$ cat config.mk
export PLATFORM = sky130hd
export DESIGN_NAME = ict_sequencer
export DESIGN_NICKNAME = d
export VERILOG_FILES = /design/src/verilog/ict_pkg.sv /design/src/verilog/ict_phase_if.sv /design/src/verilog/ict_phase_gen.sv /design/src/verilog/ict_sequencer.sv
export SDC_FILE = /design/constraint.sdc
export NUM_CORES = 1
export LEC_CHECK = 0
export BUFFER_PORTS_ARGS = -buffer_cell sky130_fd_sc_hd__buf_2
export CAP_MARGIN = 0
export CORE_AREA = 2 2 39 41
export DETAILED_ROUTE_END_ITERATION = 7
export DIE_AREA = 0 0 41 43
export PLACE_DENSITY_LB_ADDON = 0.1
export SYNTH_ARGS = -nofsm -noshare
export SYNTH_HDL_FRONTEND = slang
export SYNTH_HIERARCHICAL = 1
export SYNTH_SLANG_ARGS = --single-unit
$ cat constraint.sdc
create_clock -name mclk -period 1 [get_ports mclk]
set_input_delay 0.2 -clock mclk [delete_from_list [all_inputs] [get_ports mclk]]
set_output_delay 0.2 -clock mclk [all_outputs]
set_load 0.02 [all_outputs]
$ cat src/verilog/ict_pkg.sv
// package: constants and types of the instruction cycle timer
// assumes: one 100 MHz system clock, no software registers
package ict_pkg;
  localparam int          PHASE_COUNT  = 4;
  localparam logic [1:0]  PHASE_LAST   = 2'h3;
  localparam logic [1:0]  PHASE_RESET  = 2'h0;
  localparam int          CLK_PERIOD_NS = 10;

  // instruction class reported by the decoder
  typedef enum logic [2:0] {
    ICT_OP_PLAIN,
    ICT_OP_JUMP,
    ICT_OP_CALL,
    ICT_OP_RET,
    ICT_OP_RETURN_FROM_INTERRUPT,
    ICT_OP_TABLE,
    ICT_OP_SKIP
  } ict_op_t;

  typedef enum logic {
    ICT_ST_FIRST,
    ICT_ST_EXTRA
  } ict_state_t;
endpackage : ict_pkg

$ cat src/verilog/ict_phase_if.sv
// interface: phase strobes between the divider and the sequencer
// assumes: both ends on mclk
`timescale 1ns/1ps
interface ict_phase_if;
  logic [1:0] phase;
  logic       cycleEnd;
  modport gen (output phase, output cycleEnd);
  modport use_ (input phase, input cycleEnd);
endinterface : ict_phase_if

$ cat src/verilog/ict_phase_gen.sv
// divider: splits mclk into four phases, cycleEnd on the last
// assumes: mclk, async active-low reset
`timescale 1ns/1ps
module ict_phase_gen
  import ict_pkg::*;
(
  // clock and reset
  input  wire logic  mclk,
  input  wire logic  nrst,
  // phase strobes
  ict_phase_if.gen   ph
);
  typedef struct packed {
    logic [1:0] phase;
  } ict_gen_state_t;

  ict_gen_state_t s_q;
  ict_gen_state_t s_d;

  always_comb begin
    s_d = s_q;
    s_d.phase = (s_q.phase == PHASE_LAST) ? PHASE_RESET : 2'(s_q.phase + 2'h1);
  end

  always_ff @(posedge mclk or negedge nrst) begin
    if (!nrst) begin
      s_q <= '{phase: PHASE_RESET};
    end else begin
      s_q <= s_d;
    end
  end

  assign ph.phase    = s_q.phase;
  assign ph.cycleEnd = (s_q.phase == PHASE_LAST);

  // one end strobe every four clocks
  period_four_a : assert property (@(posedge mclk) disable iff (!nrst)
    ph.cycleEnd |=> !ph.cycleEnd [*3] ##1 ph.cycleEnd) else $error("cycle end not every fourth clock");
endmodule : ict_phase_gen

$ cat src/verilog/ict_sequencer.sv
// top: instruction cycle sequencer of the small core
// assumes: decoder inputs come from mclk logic, stable through the instruction cycle
// Operation
// - each instruction cycle lasts exactly four system clocks and sequencing advances once per four.
// - plain non-branching instructions finish in one instruction cycle.
// - jump, call, return, return from interrupt and table read take two cycles, the extra after the first.
// - an instruction writing the program counter low byte acts as a jump and takes one extra cycle.
// - a skip takes one cycle when not taken and two, discarding the next instruction, when taken.
`timescale 1ns/1ps
module ict_sequencer
  import ict_pkg::*;
(
  // clock and reset
  input  wire logic           mclk,
  input  wire logic           nrst,
  // decoded instruction
  input  wire ict_pkg::ict_op_t opClass,
  input  wire logic           writesPcLow,
  input  wire logic           skipTaken,
  // timing outputs
  output logic [1:0]          phase,
  output logic                cycleEnd,
  output logic                execEnable,
  output logic                instrDone,
  output logic                flushFetch,
  output logic                inExtraCycle
);
  ict_phase_if ph ();

  ict_phase_gen u_gen (
    .mclk (mclk),
    .nrst (nrst),
    .ph   (ph.gen)
  );

  typedef struct packed {
    ict_state_t st;
    logic       done;
    logic       flush;
  } ict_seq_state_t;

  ict_seq_state_t s_q;
  ict_seq_state_t s_d;

  // two-cycle classes; plain and untaken skips stay at one unless they write the program counter low byte
  function automatic logic needs_extra(ict_op_t op, logic program_counter_low_byte, logic skip);
    logic r;
    r = 1'b0;
    unique case (op)
      ICT_OP_JUMP, ICT_OP_CALL, ICT_OP_RET, ICT_OP_RETURN_FROM_INTERRUPT, ICT_OP_TABLE: r = 1'b1;
      ICT_OP_SKIP:  r = skip;
      ICT_OP_PLAIN: r = 1'b0;
      default:      r = 1'b0;
    endcase
    return r | program_counter_low_byte;
  endfunction : needs_extra

  logic extra;
  assign extra = needs_extra(opClass, writesPcLow, skipTaken);

  always_comb begin
    s_d = s_q;
    s_d.done  = 1'b0;
    s_d.flush = 1'b0;
    if (ph.cycleEnd) begin
      unique case (s_q.st)
        ICT_ST_FIRST: begin
          if (extra) begin
            s_d.st    = ICT_ST_EXTRA;
            s_d.flush = 1'b1;
          end else begin
            s_d.done = 1'b1;
          end
        end
        ICT_ST_EXTRA: begin
          s_d.st   = ICT_ST_FIRST;
          s_d.done = 1'b1;
        end
      endcase
    end
  end

  always_ff @(posedge mclk or negedge nrst) begin
    if (!nrst) begin
      s_q <= '{st: ICT_ST_FIRST, done: 1'b0, flush: 1'b0};
    end else begin
      s_q <= s_d;
    end
  end

  // suppressed fetch shows as no execution for the whole extra cycle
  assign phase        = ph.phase;
  assign cycleEnd     = ph.cycleEnd;
  assign inExtraCycle = (s_q.st == ICT_ST_EXTRA);
  assign execEnable   = (s_q.st == ICT_ST_FIRST);
  assign instrDone    = s_q.done;
  assign flushFetch   = s_q.flush;

  // cycle framing: the sequencer state moves on the last phase only; done and flush rise with it
  state_steps_a : assert property (@(posedge mclk) disable iff (!nrst)
    !ph.cycleEnd |=> $stable(s_q.st)) else $error("state moved off cycle end");

  done_phase_a : assert property (@(posedge mclk) disable iff (!nrst)
    instrDone |-> ph.phase == PHASE_RESET && $past(ph.cycleEnd)) else $error("done off the cycle boundary");

  done_spacing_a : assert property (@(posedge mclk) disable iff (!nrst)
    instrDone |=> !instrDone [*3]) else $error("done closer than four clocks");

  extra_start_a : assert property (@(posedge mclk) disable iff (!nrst)
    $rose(inExtraCycle) |-> ph.phase == PHASE_RESET) else $error("extra cycle off the cycle boundary");

  // one-cycle classes; stray codes must not stall the core
  plain_one_a : assert property (@(posedge mclk) disable iff (!nrst)
    ph.cycleEnd && s_q.st == ICT_ST_FIRST && opClass == ICT_OP_PLAIN && !writesPcLow
    |=> instrDone && !inExtraCycle) else $error("plain instruction not one cycle");

  odd_code_a : assert property (@(posedge mclk) disable iff (!nrst)
    ph.cycleEnd && s_q.st == ICT_ST_FIRST && !writesPcLow
    && !(opClass inside {ICT_OP_PLAIN, ICT_OP_JUMP, ICT_OP_CALL, ICT_OP_RET, ICT_OP_RETURN_FROM_INTERRUPT, ICT_OP_TABLE, ICT_OP_SKIP})
    |=> instrDone && execEnable) else $error("undefined class code not one cycle");

  // two-cycle classes
  branch_two_a : assert property (@(posedge mclk) disable iff (!nrst)
    ph.cycleEnd && s_q.st == ICT_ST_FIRST && opClass inside {ICT_OP_JUMP, ICT_OP_CALL, ICT_OP_RET,
      ICT_OP_RETURN_FROM_INTERRUPT, ICT_OP_TABLE}
    |=> inExtraCycle [*4] ##1 !inExtraCycle && instrDone) else $error("branch not two cycles");

  extra_once_a : assert property (@(posedge mclk) disable iff (!nrst)
    inExtraCycle && ph.cycleEnd |=> !inExtraCycle && instrDone) else $error("extra cycle not single");

  pcl_write_a : assert property (@(posedge mclk) disable iff (!nrst)
    ph.cycleEnd && s_q.st == ICT_ST_FIRST && writesPcLow |=> inExtraCycle && !instrDone)
    else $error("low byte write missed extra cycle");

  pcl_two_a : assert property (@(posedge mclk) disable iff (!nrst)
    ph.cycleEnd && s_q.st == ICT_ST_FIRST && writesPcLow
    |=> inExtraCycle [*4] ##1 !inExtraCycle && instrDone) else $error("low byte write not two cycles");

  // skips: a taken skip, or one writing the program counter low byte, costs the extra cycle
  skip_taken_a : assert property (@(posedge mclk) disable iff (!nrst)
    ph.cycleEnd && s_q.st == ICT_ST_FIRST && opClass == ICT_OP_SKIP && !writesPcLow
    |=> inExtraCycle == $past(skipTaken)) else $error("skip timing wrong");

  skip_plain_a : assert property (@(posedge mclk) disable iff (!nrst)
    ph.cycleEnd && s_q.st == ICT_ST_FIRST && opClass == ICT_OP_SKIP && !skipTaken && !writesPcLow
    |=> instrDone && execEnable) else $error("untaken skip not one cycle");

  skip_two_a : assert property (@(posedge mclk) disable iff (!nrst)
    ph.cycleEnd && s_q.st == ICT_ST_FIRST && opClass == ICT_OP_SKIP && skipTaken
    |=> inExtraCycle [*4] ##1 !inExtraCycle && instrDone) else $error("taken skip not two cycles");

  // fetched word dropped once, execution back after the extra cycle
  extra_flush_a : assert property (@(posedge mclk) disable iff (!nrst)
    $rose(inExtraCycle) |-> flushFetch && !execEnable) else $error("extra cycle without flush");

  flush_pulse_a : assert property (@(posedge mclk) disable iff (!nrst)
    flushFetch |=> !flushFetch) else $error("flush longer than one clock");

  flush_place_a : assert property (@(posedge mclk) disable iff (!nrst)
    flushFetch |-> $rose(inExtraCycle)) else $error("flush outside extra cycle start");

  exec_resume_a : assert property (@(posedge mclk) disable iff (!nrst)
    $fell(inExtraCycle) |-> execEnable && instrDone) else $error("execution not resumed after extra cycle");

  cov_plain_c  : cover property (@(posedge mclk) disable iff (!nrst) instrDone && !$past(inExtraCycle));
  cov_branch_c : cover property (@(posedge mclk) disable iff (!nrst) $fell(inExtraCycle));
  cov_skip_c   : cover property (@(posedge mclk) disable iff (!nrst)
    ph.cycleEnd && opClass == ICT_OP_SKIP && skipTaken && s_q.st == ICT_ST_FIRST);
  cov_pcl_c    : cover property (@(posedge mclk) disable iff (!nrst)
    ph.cycleEnd && writesPcLow && opClass == ICT_OP_PLAIN && s_q.st == ICT_ST_FIRST);
  cov_back_c   : cover property (@(posedge mclk) disable iff (!nrst) instrDone ##4 instrDone);
endmodule : ict_sequencer

Yosys cells after proc, flatten, opt, wreduce, memory -nomap -nowiden
Index checks and enable logic that the tools add are counted.
{"block": "op_classes", "add_sub_neg": 1, "n_mul": 0, "div": 0, "magnitude_cmp": 0, "n_eq_ne": 7, "shifts": 0, "n_mux": 7, "bitwise": 2, "reduce_logical": 1}
{"operator": "equality test 3 bit (second input constant)", "count": 3}
{"operator": "equality test 3 x 2 -> 1 bit (second input constant)", "count": 2}
{"operator": "OR reduction 5 bit", "count": 1}
{"operator": "2-to-1 mux 2 bit", "count": 2}
{"operator": "one-hot mux 2 bit (2 select lines)", "count": 1}
{"operator": "equality test 3 x 1 -> 1 bit (second input constant)", "count": 1}
{"operator": "2-to-1 mux 1 bit", "count": 3}
{"operator": "adder 2 x 1 -> 2 bit (second input constant)", "count": 1}
{"operator": "equality test 2 bit (second input constant)", "count": 1}
{"operator": "one-hot mux 1 bit (2 select lines)", "count": 1}
{"operator": "NOT 1 bit", "count": 1}
{"operator": "OR 1 bit", "count": 1}
{"block": "totals", "regBits": 5, "latchBits": 0, "ramBits": 0, "romBits": 0, "in_bits": 7, "output_inout_bits": 7, "word_cells": 22, "n_memories": 0}

Longest topological paths before layout
Gate-level depths: netlist (run 1).
{"block": "depth", "depth_word": 7, "depth_mapped": 3, "depth_no_buf": 3}

By module
Netlist (run 1), hierarchy kept.
{"mod": "ict_sequencer", "n_inst": 1, "cells_per_inst": 12, "area_each_um2": 136.4, "seq_area_each_um2": 75.1}
{"mod": "ict_phase_gen", "n_inst": 1, "cells_per_inst": 4, "area_each_um2": 66.3, "seq_area_each_um2": 50.0}

Least setup slack after synthesis (run 1)
No wires, ideal clock.
{"block": "synth_path", "path_type": "register to register", "startpoint": "register u_gen.s_q, in the netlist u_gen/ph.phase[0]", "endpoint": "register s_q, in the netlist inExtraCycle", "setup_time_ps": 79, "arrival_time_ps": 1027, "t_required_ps": 921, "path_slack_ps": -107, "stages_incl_launch_ff": 3, "n_path_buf": 0, "period_less_slack_ps": 1107, "path_cell_list": "dfrtp_1 -> ha_1 -> mux2i_1"}
{"block": "synth_via", "elab_chain_len": 1}
{"item": "from (decl)", "line_no": "ict_phase_gen.sv:17", "source": "ict_gen_state_t s_q;"}
{"item": "from (signal assigned)", "line_no": "ict_phase_gen.sv:27", "source": "s_q <= '{phase: PHASE_RESET};"}
{"item": "equality test 2 bit", "line_no": "ict_phase_gen.sv:34", "source": "assign ph.cycleEnd = (s_q.phase == PHASE_LAST);"}
{"item": "net cycleEnd", "line_no": "ict_sequencer.sv:22", "source": "output logic cycleEnd,"}
{"item": "to (signal assigned)", "line_no": "ict_sequencer.sv:85", "source": "s_q <= '{st: ICT_ST_FIRST, done: 1'b0, flush: 1'b0};"}
{"item": "to (decl)", "line_no": "ict_sequencer.sv:42", "source": "ict_seq_state_t s_q;"}
The timed path passes the listed nets, and every way through them passes these cells.
A chain may end at the register's enable or synchronous reset.

Worst setup path after layout (run 1)
{"block": "layout_path", "startpoint": "register u_gen.s_q, in the netlist u_gen/ph.phase[1]", "endpoint": "output port cycleEnd"}
{"block": "layout_via", "elab_chain_len": 1}
{"item": "equality test 2 bit", "line_no": "ict_phase_gen.sv:34"}
{"item": "to (decl)", "line_no": "ict_sequencer.sv:22"}
No other way between the ends.

==> impl_metrics.yaml, run 1 <==
timing:
  setup_viol: 4
  tightestPinTransition_ps: 288
  maxSlewHeadroom: 0.808
  hold_ws_ps: 297
  worst_slack_ps: -143
  fin_tns_setup_ps: -313
  slew_viol_final: 0
  fin_crit_ps: 1140
  rsz0062_at_grt: "true"
  max_freq_ghz: 0.875
  finClkSkew_ps: 2.60
  period_share: 1.14
  finalHoldViolations: 0
logic_synthesis:
  syn_area_um2: 203
  synth-seq-cells: 5
  synth.avg_cell_area_um2: 12.7
  synth_most_common_cell: "dfrtp_1"
  seq_area_frac_synth: 0.617
  netlist.area_leader.share: 0.617
  synth_edf_count: 0
  synthTopCellsByArea: "dfrtp_1 62%, o311ai_2 8.0%, ha_1 6.2%, mux2i_1 4.9%, inv_1 3.7%"
  synth_area_leader_cell: "dfrtp_1"
  dominantRegCellSynth: "dfrtp_1"
  ys_types: 10
  async_flop_share: 1.00
  synth_warnings: 6
  synth_common_cells: "5 x dfrtp_1, 2 x inv_1, 2 x nor2_1"
  syn_inst: 16
  synthesis.nets: 24
clock_tree:
  ctsRootBufferMaster: "clkbuf_4"
  clkLatencyLatePin_ps: 240
  clock-sinks: 5
  clockBufferDepth: 2
  numCtsBuffers: 3
  cts-htree-levels: 1
  cts_tree: "yes"
  clk_transition_reported_paths_ps: 40
power:
  power.total_uw: 559
  power.density_nw_per_um2: 1430
  leakagePower_nw: 0.196
  ir_drop_v: 0.000389
route:
  vias_per_cell: 3.63
  num_vias: 196
  ant_nets: 0
  routed_wl_um: 472
  drt_iter0_markers: 4
  dr.pass1.iters: 2
  routedWlPerCell_um: 8.74
  drc_errors: 0
job:
  drv_cap: 0
status:
  outcome: "finished, violations left"
  violations: "setup timing"
place:
  dp.cells: 46
  port_buffers: 13
  gp_congestion: 0.584
  dp_slack_ps: -204
  placed_area_um2: 302
global_route:
  grt_pass1_wl_um: 745
  track_usage: 0.0736
  grt-ovfl-total: 0
  antenna_found_initial: 0
  grt_max_degree: 6
  grt_pass1_vias: 192
cells_and_area:
  drive_above_1_share: 0.632
  fin_util: 0.283
  nets: 47
  stdcell_area_um2: 392
  n_antenna_cell: 0
  area_growth_pct: 93.2
  layoutNonFillerInstCount: 54
die:
  die_area_um2: 1760
  initial_core_util: 0.146
  ios: 14
  core_um2: 1380
  die_x_um: 41
  fp-row-count: 14
  die_h_um: 43
critical_path:
  crit_path_max_incr_delay_ps: 400
  worstSetupStartpointType: "register"
  cp-end-kind: "primary output"
  crit_arrival_ps: 940
  slowest_stage: "dfrtp_1"
  crit_chain: "ha_4 > buf_6"
  cp.required_ps: 800
  worstSetupPathType: "reg -> out"
  critPathMaxFanout: 2
hold_path:
  hold_class: "in -> async"
## where the power goes
| part | leakage (nW) | internal [mW] | switching [mW] | total (mW) |
|---|---|---|---|---|
| Combinational | 0.118 | 0.0606 | 0.0509 | 0.111 |
| Sequential | 0.0633 | 0.210 | 0.00655 | 0.217 |
| Clock | 0.0150 | 0.151 | 0.0804 | 0.231 |
| Total | 0.196 | 0.421 | 0.138 | 0.559 |
## state kept, by name (all words and copies together) (netlist names)
| signal | cells |
|---|---|
| instrDone | 1 |
| u_gen/ph.phase | 2 |
| inExtraCycle | 1 |
| flushFetch | 1 |
## per-layer routing
metal	wire length (µm)	up-vias	GRT usage
met5	0	-	0
met4	0	0	0.120
met3	51	0	0.0419
met2	253	9	0.0906
met1	167	89	0.0586
li1	-	98	-
## path summary, 6_finish.rpt
check                                     to         startpoint  cells past startpoint  slack, ps
max                                 cycleEnd  u_gen/ph.phase[1]                      2       -140
min                        u_gen/ph.phase[1]               nrst                      2        300
max reg2reg                        instrDone  u_gen/ph.phase[1]                      3         20
min reg2reg                u_gen/ph.phase[1]  u_gen/ph.phase[0]                      1        540
max in group asynchronous       inExtraCycle               nrst                      2        570
min in group mclk                 flushFetch         opClass[1]                      4        360
## critical path: cells and delay by family, from the launching register on
family     cells  cell delay [ps]
flops          1              400
fa+ha+maj      1              180
buf+inv        1              120
## layout by cell type (no fill, tap or decap)
master,Yosys,layout
and2_1,1,1
buf_2,0,9
buf_4,0,5
buf_6,0,3
clkbuf_1,0,1
clkbuf_4,0,3
dfrtp_1,5,5
dlygate4sd3_1,0,1
ha_4,0,1
inv_1,2,1
inv_2,0,1
mux2i_1,1,1
nand2_1,1,1
nor2_1,2,2
nor2b_1,1,1
o311ai_2,1,1
or4_4,0,1
## kinds of logic (layout without fill, tap and decap cells)
| group | after synthesis | in the layout | share of synthesized area |
|---|---|---|---|
| simple gates | 6 | 6 | 0.154 |
| flops | 5 | 5 | 0.617 |
| buf+inv | 2 | 24 | 0.0371 |
| fa+ha+maj | 1 | 1 | 0.0617 |
| compound gates | 1 | 1 | 0.0803 |
| mux | 1 | 1 | 0.0494 |
## final cells by class
| type | instances | area [µm²] |
|---|---|---|
| multi-input combinational | 9 | 86.3 |
| inverter | 2 | 7.51 |
| tap | 16 | 20.0 |
| clock buffer | 4 | 26.3 |
| fill | 160 | 992 |
| sequential | 5 | 125 |
| timing repair buffer | 18 | 126 |
## timing repair
item,in CTS,in global routing
hold endpoints to repair,5,0
setup buffers,3,0
gates resized for setup,6,2
setup endpoints to repair,3,6
pin swaps,1,0
hold buffers,1,0
Power figures use the tool's default switching activity.
==> inputs of run 2 (changes only) <==
==> constraint.sdc (replaced) <==
create_clock -name mclk -period 1.05 [get_ports mclk]
set_input_delay 0.21 -clock mclk [delete_from_list [all_inputs] [get_ports mclk]]
set_output_delay 0.21 -clock mclk [all_outputs]
set_load 0.02 [all_outputs]
==> impl_metrics.yaml, run 2 (synthesis gave the netlist of run 1 again) <==
status:
  outcome: "finished, violations left"
  violations: "setup timing"
timing:
  finalHoldViolations: 0
  maxSlewHeadroom: 0.800
  max_freq_ghz: 0.860
  finClkSkew_ps: 8.08
  worst_slack_ps: -113
  rsz0062_at_grt: "true"
  setup_viol: 2
  fin_crit_ps: 1160
  tightestPinTransition_ps: 299
  slew_viol_final: 0
  hold_ws_ps: 316
  period_share: 1.11
clock_tree:
  cts_tree: "yes"
  clock-sinks: 5
  clkLatencyLatePin_ps: 240
  clockBufferDepth: 2
  numCtsBuffers: 3
  cts-htree-levels: 1
  ctsRootBufferMaster: "clkbuf_4"
  clk_transition_reported_paths_ps: 50
critical_path:
  cp.required_ps: 840
  worstSetupPathType: "reg -> out"
  worstSetupStartpointType: "register"
  slowest_stage: "dfrtp_1"
  crit_chain: "ha_4 > buf_6"
  critPathMaxFanout: 2
  cp.buffers_inverters: 1
  rr_endpoint: "inExtraCycle"
  crit_family: "flip-flops"
  cp-end-kind: "primary output"
  reg2reg_from: "u_gen/ph.phase[0]"
  reg2reg_setup_slack_ps: 70
  reg2reg_depth: 3
  crit_arrival_ps: 950
  crit_path_max_incr_delay_ps: 410
global_route:
  grt_pass1_wl_um: 1010
  grt-ovfl-total: 0
  antenna_found_initial: 0
  grt_pass1_vias: 250
  track_usage: 0.0999
  grt_max_degree: 6
route:
  routed_wl_um: 545
  routedWlPerCell_um: 10.3
  drt_iter0_markers: 0
  drc_errors: 0
  dr.pass1.iters: 1
  vias_per_cell: 3.75
  ant_nets: 0
  num_vias: 199
cells_and_area:
  area_growth_pct: 88.3
  layoutNonFillerInstCount: 53
  final_cell_mix: "10 x buf_2, 5 x dfrtp_1, 3 x clkbuf_4, 3 x buf_6, 3 x buf_4"
  drive_above_1_share: 0.622
  final_common_cell: "buf_2"
  largest_reg_flops: 2
  stdcell_area_um2: 382
  fin_util: 0.276
  nets: 46
  n_antenna_cell: 0
die:
  die_h_um: 43
  die_x_um: 41
  initial_core_util: 0.146
  core_um2: 1380
  fp-row-count: 14
  die_area_um2: 1760
  ios: 14
hold_path:
  hold_class: "in -> async"
power:
  ir_drop_v: 0.000320
  leakagePower_nw: 0.191
  power.total_uw: 526
  power.density_nw_per_um2: 1380
place:
  port_buffers: 13
  dp.cells: 45
  gp_congestion: 0.570
  placed_area_um2: 294
job:
  drv_cap: 0
-- run 2: cell types whose count changed in the layout (fill, tap and decap cells not counted), sizes merged --
| cell | previous run | this run |
|---|---|---|
| buf | 17 | 16 |
-- run 2: stage by stage --
stage               setup TNS, ps  worst slack (ps)
finish                       -207              -113
detailed placement           -432              -180
global placement             -396              -160
global route                 -348              -162
floorplan                   -16.1             -16.1
CTS                          -163             -93.2
-- run 2: worst max path at each step --
| stage | start | cells past startpoint | end |
|---|---|---|---|
| global placement | opClass[1] | 4 | inExtraCycle |
| CTS | u_gen/ph.phase[1] | 2 | cycleEnd |
| detailed placement | opClass[1] | 4 | inExtraCycle |
| global route | u_gen/ph.phase[0] | 2 | cycleEnd |
| finish | u_gen/ph.phase[0] | 2 | cycleEnd |
| floorplan | opClass[1] | 3 | inExtraCycle |
-- run 2: routing by layer --
layer  vias up  track usage  share of wire
met4         0        0.120              0
met1        95       0.0752           0.32
li1         95            -              -
met5         -            0              0
met2         9        0.150           0.62
met3         0       0.0524          0.059
-- run 2: what timing repair did --
action	in CTS	in global routing
hold buffers	1	0
setup buffers	3	0
endpoints found under the hold margin	5	0
resized for setup	7	0
pin swaps	1	0
setup endpoints to repair	2	4
-- run 2: area by class of cell --
type	instances	area (µm²)
inverters	2	7.51
multi-input cells	9	86.3
repair buffers	17	116
fillers	157	1000
well taps	16	20.0
clock buffers	4	26.3
flip-flops and latches	5	125
-- run 2: power by group --
part	internal [mW]	leakage [nW]	switching, mW
registers	0.200	0.0633	0.00472
clock network	0.144	0.0150	0.0813
logic	0.0477	0.113	0.0484
==> inputs of run 3 (changes only) <==
--- a/config.mk
+++ b/config.mk
@@ -5,6 +5,7 @@
 export SDC_FILE = /design/constraint.sdc
 export NUM_CORES = 1
 export LEC_CHECK = 0
+export ABC_CLOCK_PERIOD_IN_PS = 1050
 export BUFFER_PORTS_ARGS = -buffer_cell sky130_fd_sc_hd__buf_2
 export CAP_MARGIN = 0
 export CORE_AREA = 2 2 39 41
==> constraint.sdc (replaced) <==
create_clock -name mclk -period 1.05 [get_ports mclk]
set_input_delay 0.315 -clock mclk [delete_from_list [all_inputs] [get_ports mclk]]
set_output_delay 0.315 -clock mclk [all_outputs]
set_load 0.02 [all_outputs]
==> impl_metrics.yaml, run 3 (synthesis gave the netlist of run 1 again) <==
timing:
  finClkSkew_ps: 1.84
  setup_viol: 6
  slew_viol_final: 0
  worst_slack_ps: -203
  rsz0062_at_grt: "true"
  tightestPinTransition_ps: 248
  period_share: 1.19
  max_freq_ghz: 0.798
  finalHoldViolations: 0
  fin_crit_ps: 1250
  maxSlewHeadroom: 0.834
global_route:
  track_usage: 0.0775
  grt_pass1_wl_um: 765
  grt_max_degree: 6
  grt_pass1_vias: 188
  grt-ovfl-total: 0
  antenna_found_initial: 0
critical_path:
  worstSetupStartpointType: "register"
  crit_arrival_ps: 940
  critPathMaxFanout: 2
  worstSetupPathType: "reg -> out"
  crit_path_max_incr_delay_ps: 400
  cp_common_cell: "buf_4"
  cp.required_ps: 730
  crit_family: "flip-flops"
  slowest_stage: "dfrtp_1"
  cp.buffers_inverters: 2
  cp-end-kind: "primary output"
  crit_chain: "buf_4 > buf_4"
die:
  die_h_um: 43
  core_um2: 1380
  ios: 14
  fp-row-count: 14
  initial_core_util: 0.146
  die_area_um2: 1760
  die_x_um: 41
power:
  ir_drop_v: 0.000318
  power.density_nw_per_um2: 1300
  power.total_uw: 546
  leakagePower_nw: 0.203
route:
  dr.pass1.iters: 3
  num_vias: 208
  routedWlPerCell_um: 9.17
  routed_wl_um: 495
  ant_nets: 0
  drc_errors: 0
  drt_iter0_markers: 2
  vias_per_cell: 3.85
cells_and_area:
  area_growth_pct: 107
  layoutNonFillerInstCount: 54
  multi_input_area_um2: 96.3
  largest_reg_flops: 2
  fin_util: 0.304
  drive_above_1_share: 0.632
  nFillCells: 147
  final_cell_mix: "6 x buf_2, 6 x buf_6, 5 x dfrtp_1, 5 x buf_4, 3 x clkbuf_4"
  nets: 47
  seqCellArea_um2: 125
  n_antenna_cell: 0
clock_tree:
  cts_tree: "yes"
  numCtsBuffers: 3
  clockBufferDepth: 2
  cts-htree-levels: 1
  clock-sinks: 5
  ctsRootBufferMaster: "clkbuf_4"
  clk_transition_reported_paths_ps: 40
  clkLatencyLatePin_ps: 240
hold_path:
  hold_class: "in -> async"
place:
  port_buffers: 13
  gp_congestion: 0.613
  dp_hpwl_um: 412
  dp.cells: 46
status:
  violations: "setup timing"
  outcome: "finished, violations left"
job:
  drv_cap: 0
[run 3: changes by cell type in the layout (fill, tap and decap cells not counted), sizes merged]
cell and delta:
buf +1
[run 3: final timing paths]
kind	start	endpoint	slack, ps	cells past startpoint
max in group asynchronous	nrst	flushFetch	500	2
min reg2reg	u_gen/ph.phase[1]	u_gen/ph.phase[1]	540	1
max	u_gen/ph.phase[0]	phase[0]	-200	2
max reg2reg	inExtraCycle	instrDone	30	5
min in group mclk	writesPcLow	flushFetch	430	3
min	nrst	u_gen/ph.phase[0]	420	2
[run 3: report_power, final]
part           total (mW)  internal [mW]  switching, mW
Combinational       0.125         0.0703         0.0548
Sequential          0.206          0.200        0.00617
Clock               0.214          0.143         0.0711
[run 3: timing repair]
action	in CTS	in global routing
endpoints found under the hold margin	5	0
gates resized for setup	14	0
hold buffers	1	0
setup endpoints to repair	9	7
setup buffers	2	1
gates cloned	0	0
pin swaps	3	2
[run 3: worst register-to-register path, delay by kind of cell (launching register included)]
| family | cells | cell delay, ps |
|---|---|---|
| AO/OA/AOI/OAI | 1 | 90 |
| buffers and inverters | 3 | 280 |
| flip-flops | 1 | 390 |
| AND/OR/NAND/NOR | 1 | 150 |
[run 3: through the flow]
stage	setup TNS, ps	hold WS [ps]	setup slack, ps	instance area [µm²]
4_1_cts	-664	414	-215	413
3_5_place_dp	-762	134	-283	312
2_1_floorplan	-288	19.4	-121	219
3_3_place_gp	-727	132	-271	312
5_1_grt	-867	431	-246	420
6_report	-595	418	-203	420
[run 3: cell type report]
| cell class | instances | share of cell area |
|---|---|---|
| multi-input combinational | 9 | 0.229 |
| timing repair buffer | 18 | 0.345 |
| tap | 16 | 0.0476 |
| inverter | 2 | 0.0179 |
| sequential | 5 | 0.298 |
| clock buffer | 4 | 0.0625 |
[run 3: layer usage]
metal / vias to the layer above / track usage / share of wire
met5: - / 0 / 0
met4: 0 / 0.140 / 0.042
met3: 2 / 0.0157 / 0.11
met2: 15 / 0.100 / 0.51
met1: 94 / 0.0682 / 0.34
li1: 97 / - / -
